`src/design/pmbsi_pkg.sv`:
```
package pmbsi_pkg;
  // register byte offsets on the bus
  localparam logic [7:0] CTRL_OFS = 8'h00;
  localparam logic [7:0] OFFSET_OFS = 8'h04;
  localparam logic [7:0] OPTS_OFS = 8'h08;
  localparam logic [7:0] STAT_OFS = 8'h0c;
  localparam logic [7:0] IRQ_OFS = 8'h10;
  localparam logic [7:0] MASK_OFS = 8'h14;
  localparam logic [7:0] ADDR_OFS = 8'h18;
  localparam logic [7:0] TELE0_OFS = 8'h1c;
  localparam logic [7:0] TELE1_OFS = 8'h20;
  localparam logic [7:0] TELE2_OFS = 8'h24;
  localparam logic [7:0] CMD_OFS = 8'h28;
  // reset values
  localparam logic [6:0] OFFSET_RST = 7'h28;
  localparam logic [7:0] OPTS_RST = 8'h00;
  localparam logic [5:0] MASK_RST = 6'h00;
  // field positions
  localparam int PEC_REQ_BIT = 7;
  localparam int SINGLE_PIN_BIT = 7;
  localparam int IRQ_FAULT = 0;
  localparam int IRQ_PECERR = 1;
  localparam int IRQ_RXBYTE = 2;
  localparam int IRQ_STOP = 3;
  localparam int IRQ_STORE = 4;
  localparam int IRQ_BUSYHIT = 5;
  localparam int IRQ_W = 6;
  // remapped addresses
  localparam logic [6:0] RESV_A0 = 7'h00;
  localparam logic [6:0] RESV_A1 = 7'h0b;
  localparam logic [6:0] RESV_A2 = 7'h0c;
  localparam logic [6:0] REMAP_ADDR = 7'h7f;
  // command codes and the PEC polynomial
  localparam logic [7:0] CMD_CLEAR_FAULTS = 8'h03;
  localparam logic [7:0] CMD_STORE_USER = 8'h15;
  localparam logic [7:0] CMD_SPECIAL_OPTS = 8'he0;
  localparam logic [7:0] CMD_ADDR_OFFSET = 8'hee;
  localparam logic [7:0] CRC_POLY = 8'h07;
  // store latency, counted on the core clock
  localparam int STORE_TIME_MS = 5;
  localparam int CORE_MHZ = 200;
  localparam int STORE_CYCLES = STORE_TIME_MS * CORE_MHZ * 1000;

  typedef enum logic [4:0] {
    PMBSI_IDLE = 5'b00001,
    PMBSI_ADDR = 5'b00010,
    PMBSI_ACK = 5'b00100,
    PMBSI_DATA = 5'b01000,
    PMBSI_IGNORE = 5'b10000
  } pmbsi_state_e;

  typedef struct packed {
    logic [15:0] vin;
    logic [15:0] vout;
    logic [15:0] iout;
    logic [15:0] duty;
    logic [15:0] temp;
  } pmbsi_tele_s;
endpackage

```
`src/design/pmbsi_slave.sv`:
```
// The AHB-Lite register port and the register addresses were left to the implementer.
`timescale 1ns/10ps
module pmbsi_slave #(
  parameter int STORE_CNT = pmbsi_pkg::STORE_CYCLES
) (
  input wire logic core_clk,
  input wire logic arst_n,
  input wire logic [31:0] haddr,
  input wire logic [1:0] htrans,
  input wire logic hwrite,
  input wire logic [2:0] hsize,
  input wire logic [31:0] hwdata,
  input wire logic hsel,
  input wire logic hready,
  output logic [31:0] hrdata,
  output logic hreadyout,
  output logic hresp,
  input wire logic sclIn,
  input wire logic sdaIn,
  output logic sdaOut,
  output logic sdaOe,
  output logic sclOe,
  output logic alertOut,
  output logic alertOe,
  input wire logic [2:0] addr_strap_high,
  input wire logic [2:0] addr_strap_low,
  input wire logic [6:0] nvmOffset,
  input wire logic [7:0] nvmOptions,
  input wire logic nvmValid,
  input wire logic protFault,
  input wire pmbsi_pkg::pmbsi_tele_s telemetry,
  output logic nvmStore,
  output logic irq
);
  localparam int IRQ_W = pmbsi_pkg::IRQ_W;
  // bus pins synchronised: stage 1 feeds only stage 2
  // core clock far above 400 kHz, so both bus rates are sampled cleanly
  logic [1:0] sclSync_ff, sdaSync_ff;
  logic sclPrev_ff, sdaPrev_ff;
  always_ff @(posedge core_clk or negedge arst_n) begin
    if (!arst_n) begin
      sclSync_ff <= 2'h3;
      sdaSync_ff <= 2'h3;
      sclPrev_ff <= 1'b1;
      sdaPrev_ff <= 1'b1;
    end else begin
      sclSync_ff <= {sclSync_ff[0], sclIn};
      sdaSync_ff <= {sdaSync_ff[0], sdaIn};
      sclPrev_ff <= sclSync_ff[1];
      sdaPrev_ff <= sdaSync_ff[1];
    end
  end
  wire scl = sclSync_ff[1];
  wire sda = sdaSync_ff[1];
  wire sclRise = scl && !sclPrev_ff;
  wire sclFall = !scl && sclPrev_ff;
  wire startCond = scl && sclPrev_ff && !sda && sdaPrev_ff;
  wire stopCond = scl && sclPrev_ff && sda && !sdaPrev_ff;

  // registers
  logic [6:0] offset_ff;
  logic [7:0] options_ff;
  logic [IRQ_W-1:0] irqStat_ff, mask_ff;
  logic [7:0] lastCmd_ff;
  logic busy_ff, cmlErr_ff, faultLatch_ff;
  logic [22:0] storeCnt_ff;
  logic optSingle_ff;

  // address formation
  wire singlePin = optSingle_ff;
  wire [6:0] rawAddr = singlePin ? 7'(offset_ff + addr_strap_high)
    : 7'({addr_strap_high, 3'h0} + addr_strap_low + offset_ff);
  wire isResv = rawAddr == pmbsi_pkg::RESV_A0 || rawAddr == pmbsi_pkg::RESV_A1
    || rawAddr == pmbsi_pkg::RESV_A2;
  wire [6:0] slaveAddr = isResv ? pmbsi_pkg::REMAP_ADDR : rawAddr;

  function automatic logic [7:0] crc8(input logic [7:0] c, input logic [7:0] d);
    logic [7:0] r;
    r = c ^ d;
    for (int i = 0; i < 8; i++) begin
      r = r[7] ? ((r << 1) ^ pmbsi_pkg::CRC_POLY) : (r << 1);
    end
    return r;
  endfunction

  // link state machine
  pmbsi_pkg::pmbsi_state_e state_ff;
  logic [3:0] bitCnt_ff;
  logic [7:0] shift_ff, crc_ff, crcPrev_ff;
  logic [3:0] byteCnt_ff;
  logic [7:0] cmdByte_ff, data0_ff;
  logic rdMode_ff, sdaDrv_ff, rxEvt_ff;
  wire pecReq = options_ff[pmbsi_pkg::PEC_REQ_BIT];
  wire byteDone = sclRise && bitCnt_ff == 4'd7;
  wire [7:0] rxByte = {shift_ff[6:0], sda};
  wire addrHit = rxByte[7:1] == slaveAddr;

  always_ff @(posedge core_clk or negedge arst_n) begin
    if (!arst_n) begin
      state_ff <= pmbsi_pkg::PMBSI_IDLE;
      bitCnt_ff <= 4'h0;
      shift_ff <= 8'h00;
      byteCnt_ff <= 4'h0;
      crc_ff <= 8'h00;
      crcPrev_ff <= 8'h00;
      sdaDrv_ff <= 1'b0;
      rdMode_ff <= 1'b0;
      cmdByte_ff <= 8'h00;
      data0_ff <= 8'h00;
      rxEvt_ff <= 1'b0;
    end else begin
      rxEvt_ff <= 1'b0;
      if (startCond) begin
        state_ff <= pmbsi_pkg::PMBSI_ADDR;
        bitCnt_ff <= 4'h0;
        sdaDrv_ff <= 1'b0;
        if (!rdMode_ff) begin
          byteCnt_ff <= 4'h0;
          crc_ff <= 8'h00;
        end
      end else if (stopCond) begin
        state_ff <= pmbsi_pkg::PMBSI_IDLE;
        sdaDrv_ff <= 1'b0;
        rdMode_ff <= 1'b0;
      end else begin
        case (state_ff)
          pmbsi_pkg::PMBSI_ADDR, pmbsi_pkg::PMBSI_DATA: begin
            if (sclRise) begin
              shift_ff <= rxByte;
              bitCnt_ff <= bitCnt_ff + 4'h1;
            end
            if (byteDone) begin
              if (state_ff == pmbsi_pkg::PMBSI_ADDR && !addrHit) begin
                state_ff <= pmbsi_pkg::PMBSI_IGNORE;
              end else begin
                state_ff <= pmbsi_pkg::PMBSI_ACK;
                crcPrev_ff <= crc_ff;
                crc_ff <= crc8(crc_ff, rxByte);
                if (state_ff == pmbsi_pkg::PMBSI_ADDR) begin
                  rdMode_ff <= rxByte[0];
                end else begin
                  rxEvt_ff <= 1'b1;
                  byteCnt_ff <= byteCnt_ff + 4'h1;
                  if (byteCnt_ff == 4'h0) cmdByte_ff <= rxByte;
                  if (byteCnt_ff == 4'h1) data0_ff <= rxByte;
                end
              end
            end
          end
          pmbsi_pkg::PMBSI_ACK: begin
            // ack driven from the falling edge after the eighth bit
            if (sclFall && !sdaDrv_ff) begin
              sdaDrv_ff <= 1'b1;
            end else if (sclFall) begin
              sdaDrv_ff <= 1'b0;
              bitCnt_ff <= 4'h0;
              state_ff <= rdMode_ff ? pmbsi_pkg::PMBSI_IGNORE : pmbsi_pkg::PMBSI_DATA;
            end
          end
          default: ;
        endcase
      end
    end
  end
  // read data path kept out of the link: telemetry goes via the register bus
  assign sdaOut = 1'b0;
  assign sdaOe = sdaDrv_ff;
  assign sclOe = 1'b0;

  // end of write transaction: decide on PEC and commit
  wire txnEnd = stopCond && (state_ff == pmbsi_pkg::PMBSI_DATA || state_ff == pmbsi_pkg::PMBSI_ACK)
    && !rdMode_ff && byteCnt_ff != 4'h0;
  // with a PEC byte the running crc covering it is zero
  wire pecOk = crc_ff == 8'h00 && byteCnt_ff > 4'h1;
  wire pecBad = pecReq && !pecOk;
  wire commit = txnEnd && !pecBad && !busy_ff;
  wire cmdClear = commit && cmdByte_ff == pmbsi_pkg::CMD_CLEAR_FAULTS;
  wire cmdStore = commit && cmdByte_ff == pmbsi_pkg::CMD_STORE_USER;
  wire cmdOpts = commit && cmdByte_ff == pmbsi_pkg::CMD_SPECIAL_OPTS && byteCnt_ff > 4'h1;
  wire cmdOfs = commit && cmdByte_ff == pmbsi_pkg::CMD_ADDR_OFFSET && byteCnt_ff > 4'h1;
  wire busyHit = txnEnd && busy_ff;

  // bus slave
  logic [7:0] aAddr_ff;
  logic aWr_ff, aRd_ff;
  wire aValid = hsel && hready && htrans[1];
  always_ff @(posedge core_clk or negedge arst_n) begin
    if (!arst_n) begin
      aAddr_ff <= 8'h00;
      aWr_ff <= 1'b0;
      aRd_ff <= 1'b0;
    end else if (hready) begin
      aAddr_ff <= haddr[7:0];
      aWr_ff <= aValid && hwrite;
      aRd_ff <= aValid && !hwrite;
    end
  end
  wire wrOfs = aWr_ff && aAddr_ff == pmbsi_pkg::OFFSET_OFS;
  wire wrOpts = aWr_ff && aAddr_ff == pmbsi_pkg::OPTS_OFS;
  wire wrMask = aWr_ff && aAddr_ff == pmbsi_pkg::MASK_OFS;
  wire wrCtrl = aWr_ff && aAddr_ff == pmbsi_pkg::CTRL_OFS;
  wire rdIrq = aRd_ff && aAddr_ff == pmbsi_pkg::IRQ_OFS;
  wire swClear = wrCtrl && hwdata[0];
  wire swStore = wrCtrl && hwdata[1];
  wire startStore = (cmdStore || swStore) && !busy_ff;
  assign nvmStore = startStore;
  assign hreadyout = 1'b1;
  assign hresp = 1'b0;

  wire [IRQ_W-1:0] events = {busyHit, startStore, stopCond, rxEvt_ff, txnEnd && pecBad,
    protFault && !faultLatch_ff};
  always_ff @(posedge core_clk or negedge arst_n) begin
    if (!arst_n) begin
      offset_ff <= pmbsi_pkg::OFFSET_RST;
      options_ff <= pmbsi_pkg::OPTS_RST;
      optSingle_ff <= 1'b0;
      mask_ff <= pmbsi_pkg::MASK_RST;
      irqStat_ff <= '0;
      busy_ff <= 1'b0;
      storeCnt_ff <= 23'h0;
      cmlErr_ff <= 1'b0;
      faultLatch_ff <= 1'b0;
      lastCmd_ff <= 8'h00;
    end else begin
      if (nvmValid) begin
        offset_ff <= nvmOffset;
        options_ff <= nvmOptions;
      end else if (cmdOfs || wrOfs) begin
        offset_ff <= wrOfs ? hwdata[6:0] : data0_ff[6:0];
        optSingle_ff <= wrOfs ? hwdata[pmbsi_pkg::SINGLE_PIN_BIT] : data0_ff[pmbsi_pkg::SINGLE_PIN_BIT];
      end else if (cmdOpts || wrOpts) begin
        options_ff <= wrOpts ? hwdata[7:0] : data0_ff;
      end
      if (wrMask) mask_ff <= hwdata[IRQ_W-1:0];
      // a new event wins over the read clear
      irqStat_ff <= (rdIrq ? '0 : irqStat_ff) | events;
      if (startStore) begin
        busy_ff <= 1'b1;
        storeCnt_ff <= 23'(STORE_CNT - 1);
      end else if (busy_ff) begin
        if (storeCnt_ff == 23'h0) busy_ff <= 1'b0;
        else storeCnt_ff <= storeCnt_ff - 23'h1;
      end
      if (txnEnd && pecBad) cmlErr_ff <= 1'b1;
      else if (cmdClear || swClear) cmlErr_ff <= 1'b0;
      if (protFault && !mask_ff[pmbsi_pkg::IRQ_FAULT]) faultLatch_ff <= 1'b1;
      else if (cmdClear || swClear) faultLatch_ff <= 1'b0;
      if (commit) lastCmd_ff <= cmdByte_ff;
    end
  end
  assign alertOut = 1'b0;
  assign alertOe = faultLatch_ff;
  assign irq = |(irqStat_ff & ~mask_ff);

  // read mux, telemetry always available
  logic [31:0] rdNext;
  always_comb begin
    if (aAddr_ff == pmbsi_pkg::OFFSET_OFS) rdNext = {24'h0, optSingle_ff, offset_ff};
    else if (aAddr_ff == pmbsi_pkg::OPTS_OFS) rdNext = {24'h0, options_ff};
    else if (aAddr_ff == pmbsi_pkg::STAT_OFS) rdNext = {28'h0, faultLatch_ff, cmlErr_ff, busy_ff, pecReq};
    else if (aAddr_ff == pmbsi_pkg::IRQ_OFS) rdNext = {26'h0, irqStat_ff};
    else if (aAddr_ff == pmbsi_pkg::MASK_OFS) rdNext = {26'h0, mask_ff};
    else if (aAddr_ff == pmbsi_pkg::ADDR_OFS) rdNext = {25'h0, slaveAddr};
    else if (aAddr_ff == pmbsi_pkg::TELE0_OFS) rdNext = {telemetry.vout, telemetry.vin};
    else if (aAddr_ff == pmbsi_pkg::TELE1_OFS) rdNext = {telemetry.duty, telemetry.iout};
    else if (aAddr_ff == pmbsi_pkg::TELE2_OFS) rdNext = {16'h0, telemetry.temp};
    else if (aAddr_ff == pmbsi_pkg::CMD_OFS) rdNext = {24'h0, lastCmd_ff};
    else rdNext = 32'h0;
  end
  assign hrdata = aRd_ff ? rdNext : 32'h0;

  property remapP;
    @(posedge core_clk) disable iff (!arst_n) isResv |-> slaveAddr == 7'h7f;
  endproperty
  addr_remap_a: assert property (remapP) else $error("reserved address not remapped");
  alert_hold_a: assert property (@(posedge core_clk) disable iff (!arst_n)
    alertOe && !(cmdClear || swClear) |=> alertOe) else $error("alert dropped early");
  fault_alert_a: assert property (@(posedge core_clk) disable iff (!arst_n)
    protFault && !mask_ff[0] |=> alertOe) else $error("fault did not raise alert");
  pec_drop_a: assert property (@(posedge core_clk) disable iff (!arst_n)
    txnEnd && pecReq && !pecOk |-> !commit ##1 cmlErr_ff) else $error("bad pec accepted");
  busy_set_a: assert property (@(posedge core_clk) disable iff (!arst_n)
    startStore |=> busy_ff) else $error("busy not set on store");
  store_pulse_a: assert property (@(posedge core_clk) disable iff (!arst_n)
    cmdStore && !busy_ff |-> nvmStore) else $error("store not issued");
  addr_form_a: assert property (@(posedge core_clk) disable iff (!arst_n)
    !singlePin && !isResv |-> slaveAddr == 7'(addr_strap_high * 8 + addr_strap_low + offset_ff))
    else $error("address sum wrong");
  mask_gate_a: assert property (@(posedge core_clk) disable iff (!arst_n)
    !alertOe && mask_ff[0] |=> !alertOe || !mask_ff[0] || cmdOfs) else $error("masked fault alerted");
  opts_pec_a: assert property (@(posedge core_clk) disable iff (!arst_n)
    pecReq == options_ff[7]) else $error("pec mode mismatch");
  single_pin_a: assert property (@(posedge core_clk) disable iff (!arst_n)
    singlePin && !isResv |-> slaveAddr == 7'(offset_ff + addr_strap_high)) else $error("single pin wrong");
endmodule

```
`config.mk`:
```
export PLATFORM = sky130hd
export DESIGN_NAME = pmbsi_slave
export DESIGN_NICKNAME = d
export VERILOG_FILES = /design/src/design/pmbsi_pkg.sv /design/src/design/pmbsi_slave.sv
export SDC_FILE = /design/constraint.sdc
export NUM_CORES = 1
export LEC_CHECK = 0
export BUFFER_PORTS_ARGS = -buffer_cell sky130_fd_sc_hd__buf_2
export CELL_PAD_IN_SITES_DETAIL_PLACEMENT = 1
export CELL_PAD_IN_SITES_GLOBAL_PLACEMENT = 1
export CORE_MARGIN = 8
export CORE_UTILIZATION = 35
export CTS_CLUSTER_DIAMETER = 50
export CTS_CLUSTER_SIZE = 16
export DETAILED_ROUTE_END_ITERATION = 6
export HOLD_SLACK_MARGIN = 0.15
export PLACE_DENSITY = 0.7
export SLEW_MARGIN = 20
export SYNTH_ARGS = -nofsm -noshare
export SYNTH_HDL_FRONTEND = slang
export SYNTH_SLANG_ARGS = --single-unit
export TNS_END_PERCENT = 100
```
`constraint.sdc`:
```
create_clock -name core_clk -period 4.58 [get_ports core_clk]
set_clock_uncertainty 0.05 [all_clocks]
set_input_delay 0.458 -clock core_clk [delete_from_list [all_inputs] [get_ports core_clk]]
set_output_delay 0.458 -clock core_clk [all_outputs]
set_load 0.02 [all_outputs]
```
==> flow_metrics.py, run 1 <==
metrics = {
    "floorplan": {
        "ios": 220,
        "core_um2": 21600,
        "die_w_um": 164,
        "initial_core_util_pct": 35.2,
        "die-area_um2": 26700,
        "rows": 54,
        "fp.dieH_um": 164,
    },
    "power_and_ir_drop": {
        "power_density_nw_per_um2": 371,
        "internal-power_mw": 2.53,
        "peakVddDrop_v": 0.000259,
        "pwr-share-comb_pct": 16.6,
        "p_clk_share_pct": 46.2,
        "p_sw_share_pct": 27.8,
        "leakage_nw": 4.21,
        "power_switching_mw": 0.976,
        "power_frac_seq_pct": 37.2,
    },
    "cells_and_area": {
        "finalInstanceArea_um2": 9440,
        "syn_to_final_growth_pct": 24.0,
        "drive_gt1_share_pct": 30.5,
        "fin_cells": 1247,
        "fin_nets": 1148,
        "postLayoutCoreUtil_pct": 43.7,
    },
    "worst_setup_path": {
        "cp-startpoint": "offset_ff[0]$_DFFE_PN0P_",
        "crit_family": "compound AO/OA/AOI/OAI gates",
        "cp_slowest_cell": "dfrtp_1",
        "reg2reg_to": "crc_ff[3]$_DFFE_PN0P_",
        "reg2reg_setup_slack_ns": 0.71,
        "r2r_start": "offset_ff[0]$_DFFE_PN0P_",
        "crit_path_max_fanout": 5,
        "slowest_delay_ns": 0.44,
        "path_cells": "ha_1 > inv_1 > fa_1 > xnor2_1 > mux2i_4 > mux2_2 > o21ai_0 > a2111oi_4 > nor3_1 > o2bb2ai_1 > a21oi_1 > a21oi_1 > nor2_1 > buf_2",
        "r2r_cells": 13,
        "path_buf_inv": 2,
        "end_kind": "output pin",
        "path_class": "reg -> out",
        "worst_path_most_repeated_cell": "a21oi_1",
        "cp.arrival_ns": 3.71,
        "critPathLaunchType": "register",
        "cp.required_ns": 4.07,
    },
    "detailed_routing": {
        "ant_nets": 0,
        "vias": 6884,
        "drt_iter0_markers": 457,
        "routed_wl_mm": 25.9,
        "vias_per_cell": 5.52,
        "post_drt_wl_per_cell_um": 20.7,
        "drc": 0,
        "drt_first_pass_iters": 5,
    },
    "cts": {
        "cts_sinks": 125,
        "cts_buffers": 17,
        "htreeDepth": 4,
        "ctsRootBufferMaster": "clkbuf_16",
        "cts_tree": "done",
        "clkTransAtPathRegs_ns": 0.06,
        "clockBufferDepth": 2,
        "clk_latency_ns": 0.43,
    },
    "sta": {
        "slew_violations": 0,
        "hold_violations": 0,
        "setup_violations": 0,
        "worstMarginPinSlew_ns": 1.06,
        "period_share_pct": 92.0,
        "setup_tns_ns": 0,
        "grt_setup_unrepaired": "false",
        "fmax_mhz": 237,
        "final.min_clock_period_ns": 4.22,
        "setup_slack_ns": 0.365,
        "slew_headroom_pct": 29.3,
    },
    "placement": {
        "port_buffers": 162,
        "gp_congestion": 0.841,
        "placed_area_um2": 8690,
        "place_hpwl_mm": 19.7,
        "pre_cts_ws_ns": 0.454,
        "dp.cells": 1210,
    },
    "synth": {
        "synthArstFlopShare_pct": 100,
        "synth_ff_type": "dfrtp_1",
        "synth_top_area_cell": "dfrtp_1",
        "synth-seq-cells": 125,
        "synthMuxAreaShare_pct": 9.25,
        "yosysTopAreaCellShare_pct": 38.1,
        "synth_top_family_by_area": "simple AND/OR/NAND/NOR gates",
        "synth-edff-count": 0,
        "synthSimpleGateAreaFrac_pct": 19.4,
        "yosysWarnings": 0,
        "synth_area_um2": 7620,
        "synth_compound_area_share_pct": 17.9,
        "synth.avg_cell_area_um2": 9.59,
        "synth_xor_area_share_pct": 5.96,
        "synthTopCellsByArea": "dfrtp_1, mux2_2, nand2_1",
        "ys_types": 86,
        "ys_seq_area_share_pct": 41.2,
        "synthCells": 794,
        "synthAdderAreaFrac_pct": 2.83,
    },
    "global_route": {
        "antenna_found_initial": 1,
        "grt_max_degree": 67,
        "grt_pass1_vias": 7414,
        "grt_overflow": 0,
        "grt_pass1_wl_mm": 40.6,
        "grt.total_usage_pct": 19.4,
    },
    "worst_hold_path": {
        "worstHoldPathType": "in -> reg",
        "min_delay_path_depth": 3,
        "hp-start": "nvmOffset[5]",
        "min_delay_worst_endpoint": "offset_ff[5]$_DFFE_PN1P_",
    },
    "run": {
        "max_cap_viol_count": 0,
    },
    "outcome": {
        "status": "complete, no violations",
    },
}
power groups by stage:
stage / registers, mW / clock network (mW) / logic (mW)
finish: 1.30 / 1.62 / 0.584
global route: 1.32 / 1.69 / 0.646
CTS: 1.31 / 1.64 / 0.586
detailed placement: 1.33 / 0 / 0.578
global placement: 1.32 / 0 / 0.562
floorplan: 1.23 / 0 / 0.457
cell families (layout without fill, tap and decap cells):
| logic type | count (synthesis) | count (layout) |
|---|---|---|
| xor+xnor | 51 | 51 |
| fa+ha+maj | 16 | 16 |
| other cells | 2 | 6 |
| buf+inv | 58 | 227 |
| mux | 63 | 63 |
| simple gates | 289 | 289 |
| flops | 125 | 125 |
| compound gates | 190 | 190 |
per-stage QoR:
step	hold slack [ns]	power, mW
after floorplan	0.112	1.69
after global placement	0.296	1.88
after detailed placement	0.297	1.90
after CTS	0.162	3.54
after global routing	0.193	3.65
final	0.182	3.51
timing repair:
| action | 4_1_cts | 5_1_grt |
|---|---|---|
| endpoints found under the setup margin | 0 | 2 |
| setup buffers | 0 | 1 |
| hold endpoints to repair | 51 | 0 |
| hold buffers | 3 | 0 |
| gates resized for setup | 0 | 1 |
synth_stat cells, drive strengths merged, types with 9 or more instances:
library cell  number
dfrtp            116
nand2            100
nor2              74
mux2              49
o21ai             47
a21oi             35
xnor2             34
nand3             25
a22oi             23
clkbuf            23
inv               20
a222oi            18
xor2              17
buf               15
ha                14
mux2i             14
nor3              13
nor4              11
dfstp              9
o31ai              9
cells in the final DEF (no fill, tap or decap), drive strengths merged, types with 17 or more instances in the layout:
| master | netlist | routed |
|---|---|---|
| mux2 | 49 | 49 |
| inv | 20 | 21 |
| dfrtp | 116 | 116 |
| o21ai | 47 | 47 |
| xnor2 | 34 | 34 |
| a21oi | 35 | 35 |
| clkbuf | 23 | 19 |
| nand3 | 25 | 25 |
| buf | 15 | 172 |
| a222oi | 18 | 18 |
| nor2 | 74 | 74 |
| nand2 | 100 | 100 |
| a22oi | 23 | 23 |
| xor2 | 17 | 17 |
layout make-up:
type	count	area (µm²)
fill	2513	12200
sequential	125	3140
clock buffer	19	443
antenna	1	2.50
inverter	20	75.1
multi-input combinational	614	4250
tap	280	350
timing repair buffer	175	918
clock inverter	13	262
how the worst max path moves through the flow:
stage | to | slack (ns) | cells past startpoint
detailed placement | hrdata[2] | 0.45 | 15
global route | hrdata[4] | 0.11 | 13
floorplan | hrdata[2] | 1.03 | 12
global placement | hrdata[2] | 0.49 | 15
CTS | hrdata[2] | 0.10 | 14
finish | hrdata[2] | 0.36 | 14
worst min-delay path, stage by stage:
cell	delay, ns
buf_2	0.10
nand2_1	0.04
o21ai_1	0.06
registers in the layout, summed over array words and instances (netlist names), 2 cells and up:
signal and flops:
crc_ff 8, storeCnt_ff 23, cmdByte_ff 8, state_ff 5
aAddr_ff 8, byteCnt_ff 4, lastCmd_ff 8, options_ff 8
data0_ff 8, bitCnt_ff 4, sdaSync_ff 2, offset_ff 7
shift_ff 7, irqStat_ff 6, sclSync_ff 2, mask_ff 6
per-layer routing:
| layer | wire length [µm] | GRT usage, % |
|---|---|---|
| met5 | 0 | 0 |
| met4 | 661 | 8.22 |
| met3 | 1540 | 4.66 |
| met2 | 12900 | 33.5 |
| met1 | 10800 | 22.5 |
No activity file was read; power rests on OpenSTA's default activity.
==> run 2: changes to the inputs <==
--- a/config.mk
+++ b/config.mk
@@ -13,6 +13,7 @@
 export CTS_CLUSTER_DIAMETER = 50
 export CTS_CLUSTER_SIZE = 16
 export DETAILED_ROUTE_END_ITERATION = 6
+export GPL_TIMING_DRIVEN = 0
 export HOLD_SLACK_MARGIN = 0.15
 export PLACE_DENSITY = 0.7
 export SLEW_MARGIN = 20
==> constraint.sdc (replaced) <==
create_clock -name core_clk -period 4.58 [get_ports core_clk]
set_clock_uncertainty 0.05 [all_clocks]
set_input_delay 0.458 -clock core_clk [delete_from_list [all_inputs] [get_ports core_clk]]
set_output_delay 0.458 -clock core_clk [all_outputs]
set_load 0.01 [all_outputs]
==> flow_metrics.py, run 2 (synthesis gave the netlist of run 1 again) <==
metrics = {
    "outcome": {
        "status": "complete, no violations",
    },
    "detailed_routing": {
        "drt_iter0_markers": 457,
        "top_layer_used": "met4",
        "vias": 7041,
        "ant_nets": 0,
        "drt-met1-wl_mm": 10.8,
        "vias_per_cell": 5.51,
        "wl_met2_mm": 13.1,
        "drt_first_pass_iters": 5,
        "routed_wl_mm": 26.0,
        "post_drt_wl_per_cell_um": 20.3,
        "wl_met3_mm": 1.57,
        "drc": 0,
    },
    "sta": {
        "hold_violations": 0,
        "setup_tns_ns": 0,
        "setup_violations": 0,
        "worstMarginPinSlew_ns": 0.884,
        "fmax_mhz": 229,
        "final.min_clock_period_ns": 4.36,
        "slew_headroom_pct": 40.6,
        "period_share_pct": 95.3,
        "slew_violations": 0,
        "grt_setup_unrepaired": "false",
    },
    "worst_setup_path": {
        "path_class": "reg -> out",
        "crit_path_max_fanout": 5,
        "cp.required_ns": 4.07,
        "cp.arrival_ns": 3.86,
        "critPathLaunchType": "register",
        "end_kind": "output pin",
    },
    "power_and_ir_drop": {
        "pwr-share-comb_pct": 20.1,
        "p_sw_share_pct": 28.6,
        "peakVddDrop_v": 0.000276,
        "power_density_nw_per_um2": 356,
        "leakage_nw": 4.25,
        "internal-power_mw": 2.42,
        "power_switching_mw": 0.971,
        "power_frac_seq_pct": 36.6,
        "p_clk_share_pct": 43.3,
    },
    "cells_and_area": {
        "drive_gt1_share_pct": 29.7,
        "layout_common_cells": "buf_2, dfrtp_1, nand2_1",
        "final_common_cell": "buf_2",
        "antennaDiodeCount": 0,
        "top_register": "storeCnt_ff",
        "fin_nets": 1181,
        "syn_to_final_growth_pct": 25.1,
        "finalInstanceArea_um2": 9530,
        "largest_reg_flops": 23,
    },
    "placement": {
        "placed_area_um2": 8830,
        "gp_congestion": 0.819,
        "port_buffers": 162,
        "place_hpwl_mm": 20.2,
    },
    "global_route": {
        "grt_pass1_vias": 7367,
        "antenna_found_initial": 0,
        "grt_pass1_wl_mm": 41.0,
        "grt_max_degree": 69,
        "grt.total_usage_pct": 19.5,
        "grt_overflow": 0,
    },
    "cts": {
        "clk_latency_ns": 0.43,
        "htreeDepth": 4,
        "cts_buffers": 17,
        "post_cts_resized": 0,
        "cts_sinks": 125,
        "ctsRootBufferMaster": "clkbuf_16",
        "cts_tree": "done",
        "clkTransAtPathRegs_ns": 0.06,
        "clockBufferDepth": 2,
    },
    "floorplan": {
        "core_um2": 21600,
        "initial_core_util_pct": 35.2,
        "die_w_um": 164,
        "die-area_um2": 26700,
        "ios": 220,
        "fp.dieH_um": 164,
        "rows": 54,
    },
    "worst_hold_path": {
        "worstHoldPathType": "in -> reg",
    },
    "run": {
        "max_cap_viol_count": 0,
    },
}
==> run 2: changes by cell type in the layout (fill, tap and decap cells not counted), sizes merged <==
cell / before / now
diode: 1 / 0
clkbuf: 19 / 45
buf: 172 / 182
clkinv: 4 / 3
bufinv: 7 / 4
clkinvlp: 1 / 2
==> run 2: repair_timing <==
action	in CTS	in global routing
buffers inserted	1	3
pin swaps	1	1
endpoints found under the hold margin	53	0
setup endpoints to repair	1	1
hold buffers	3	0
==> run 2: per-stage QoR <==
| step | hold slack (ns) | std cells | power (mW) | setup slack (ns) | utilization [%] |
|---|---|---|---|---|---|
| detailed placement | 0.297 | 1240 | 1.93 | 0.368 | 40.8 |
| global placement | 0.296 | 1239 | 1.90 | 0.335 | 40.7 |
| CTS | 0.171 | 1276 | 3.43 | 0.133 | 44.0 |
| global route | 0.192 | 1279 | 3.54 | 0.0426 | 44.1 |
| floorplan | 0.112 | 797 | 1.69 | 1.16 | - |
| finish | 0.184 | 1279 | 3.39 | 0.216 | 44.1 |
==> run 2: routing by layer <==
layer / vias up / GRT usage, %
met5: - / 0
met4: 0 / 6.57
met3: 35 / 4.11
met2: 205 / 34.4
met1: 3512 / 23.1
li1: 3289 / -
==> run 2: area by class of cell <==
class	instances	area, µm²
plain buffers	38	174
clock buffers	22	484
clock inverters	10	159
fillers	2535	12100
inverters	20	75.1
multi-input cells	614	4240
flip-flops and latches	125	3140
well taps	280	350
repair buffers	170	908
==> run 2: critical path, cell delays in order (launching register included) <==
cell       delay (ns)
dfrtp_1          0.46
ha_1             0.25
inv_1            0.07
fa_1             0.41
xnor2_1          0.30
mux2i_4          0.19
mux2_2           0.25
o21ai_0          0.16
a2111oi_4        0.45
nor3_1           0.16
o2bb2ai_1        0.15
a21oi_1          0.20
a21oi_1          0.07
nor2_1           0.16
buf_2            0.16
==> run 2: final timing paths <==
kind | startpoint | endpoint | slack, ns | cells past startpoint
max reg2reg | offset_ff[0]$_DFFE_PN0P_ | crc_ff[4]$_DFFE_PN0P_ | 0.50 | 13
max | offset_ff[0]$_DFFE_PN0P_ | hrdata[2] | 0.22 | 14
min in group asynchronous | arst_n | state_ff[3]$_DFFE_PN0P_ | 0.50 | 2
min | nvmOffset[5] | offset_ff[5]$_DFFE_PN1P_ | 0.18 | 3
max in group asynchronous | arst_n | offset_ff[3]$_DFFE_PN1P_ | 3.27 | 3
min reg2reg | sdaSync_ff[0]$_DFF_PN1_ | sdaSync_ff[1]$_DFF_PN1_ | 0.30 | 0
==> run 2: power by group through the flow <==
stage               Sequential (mW)  Clock (mW)  Combinational, mW
floorplan                      1.23           0              0.454
global placement               1.26           0              0.648
detailed placement             1.26           0              0.667
CTS                            1.24        1.50              0.685
global route                   1.25        1.54              0.746
finish                         1.24        1.47              0.684
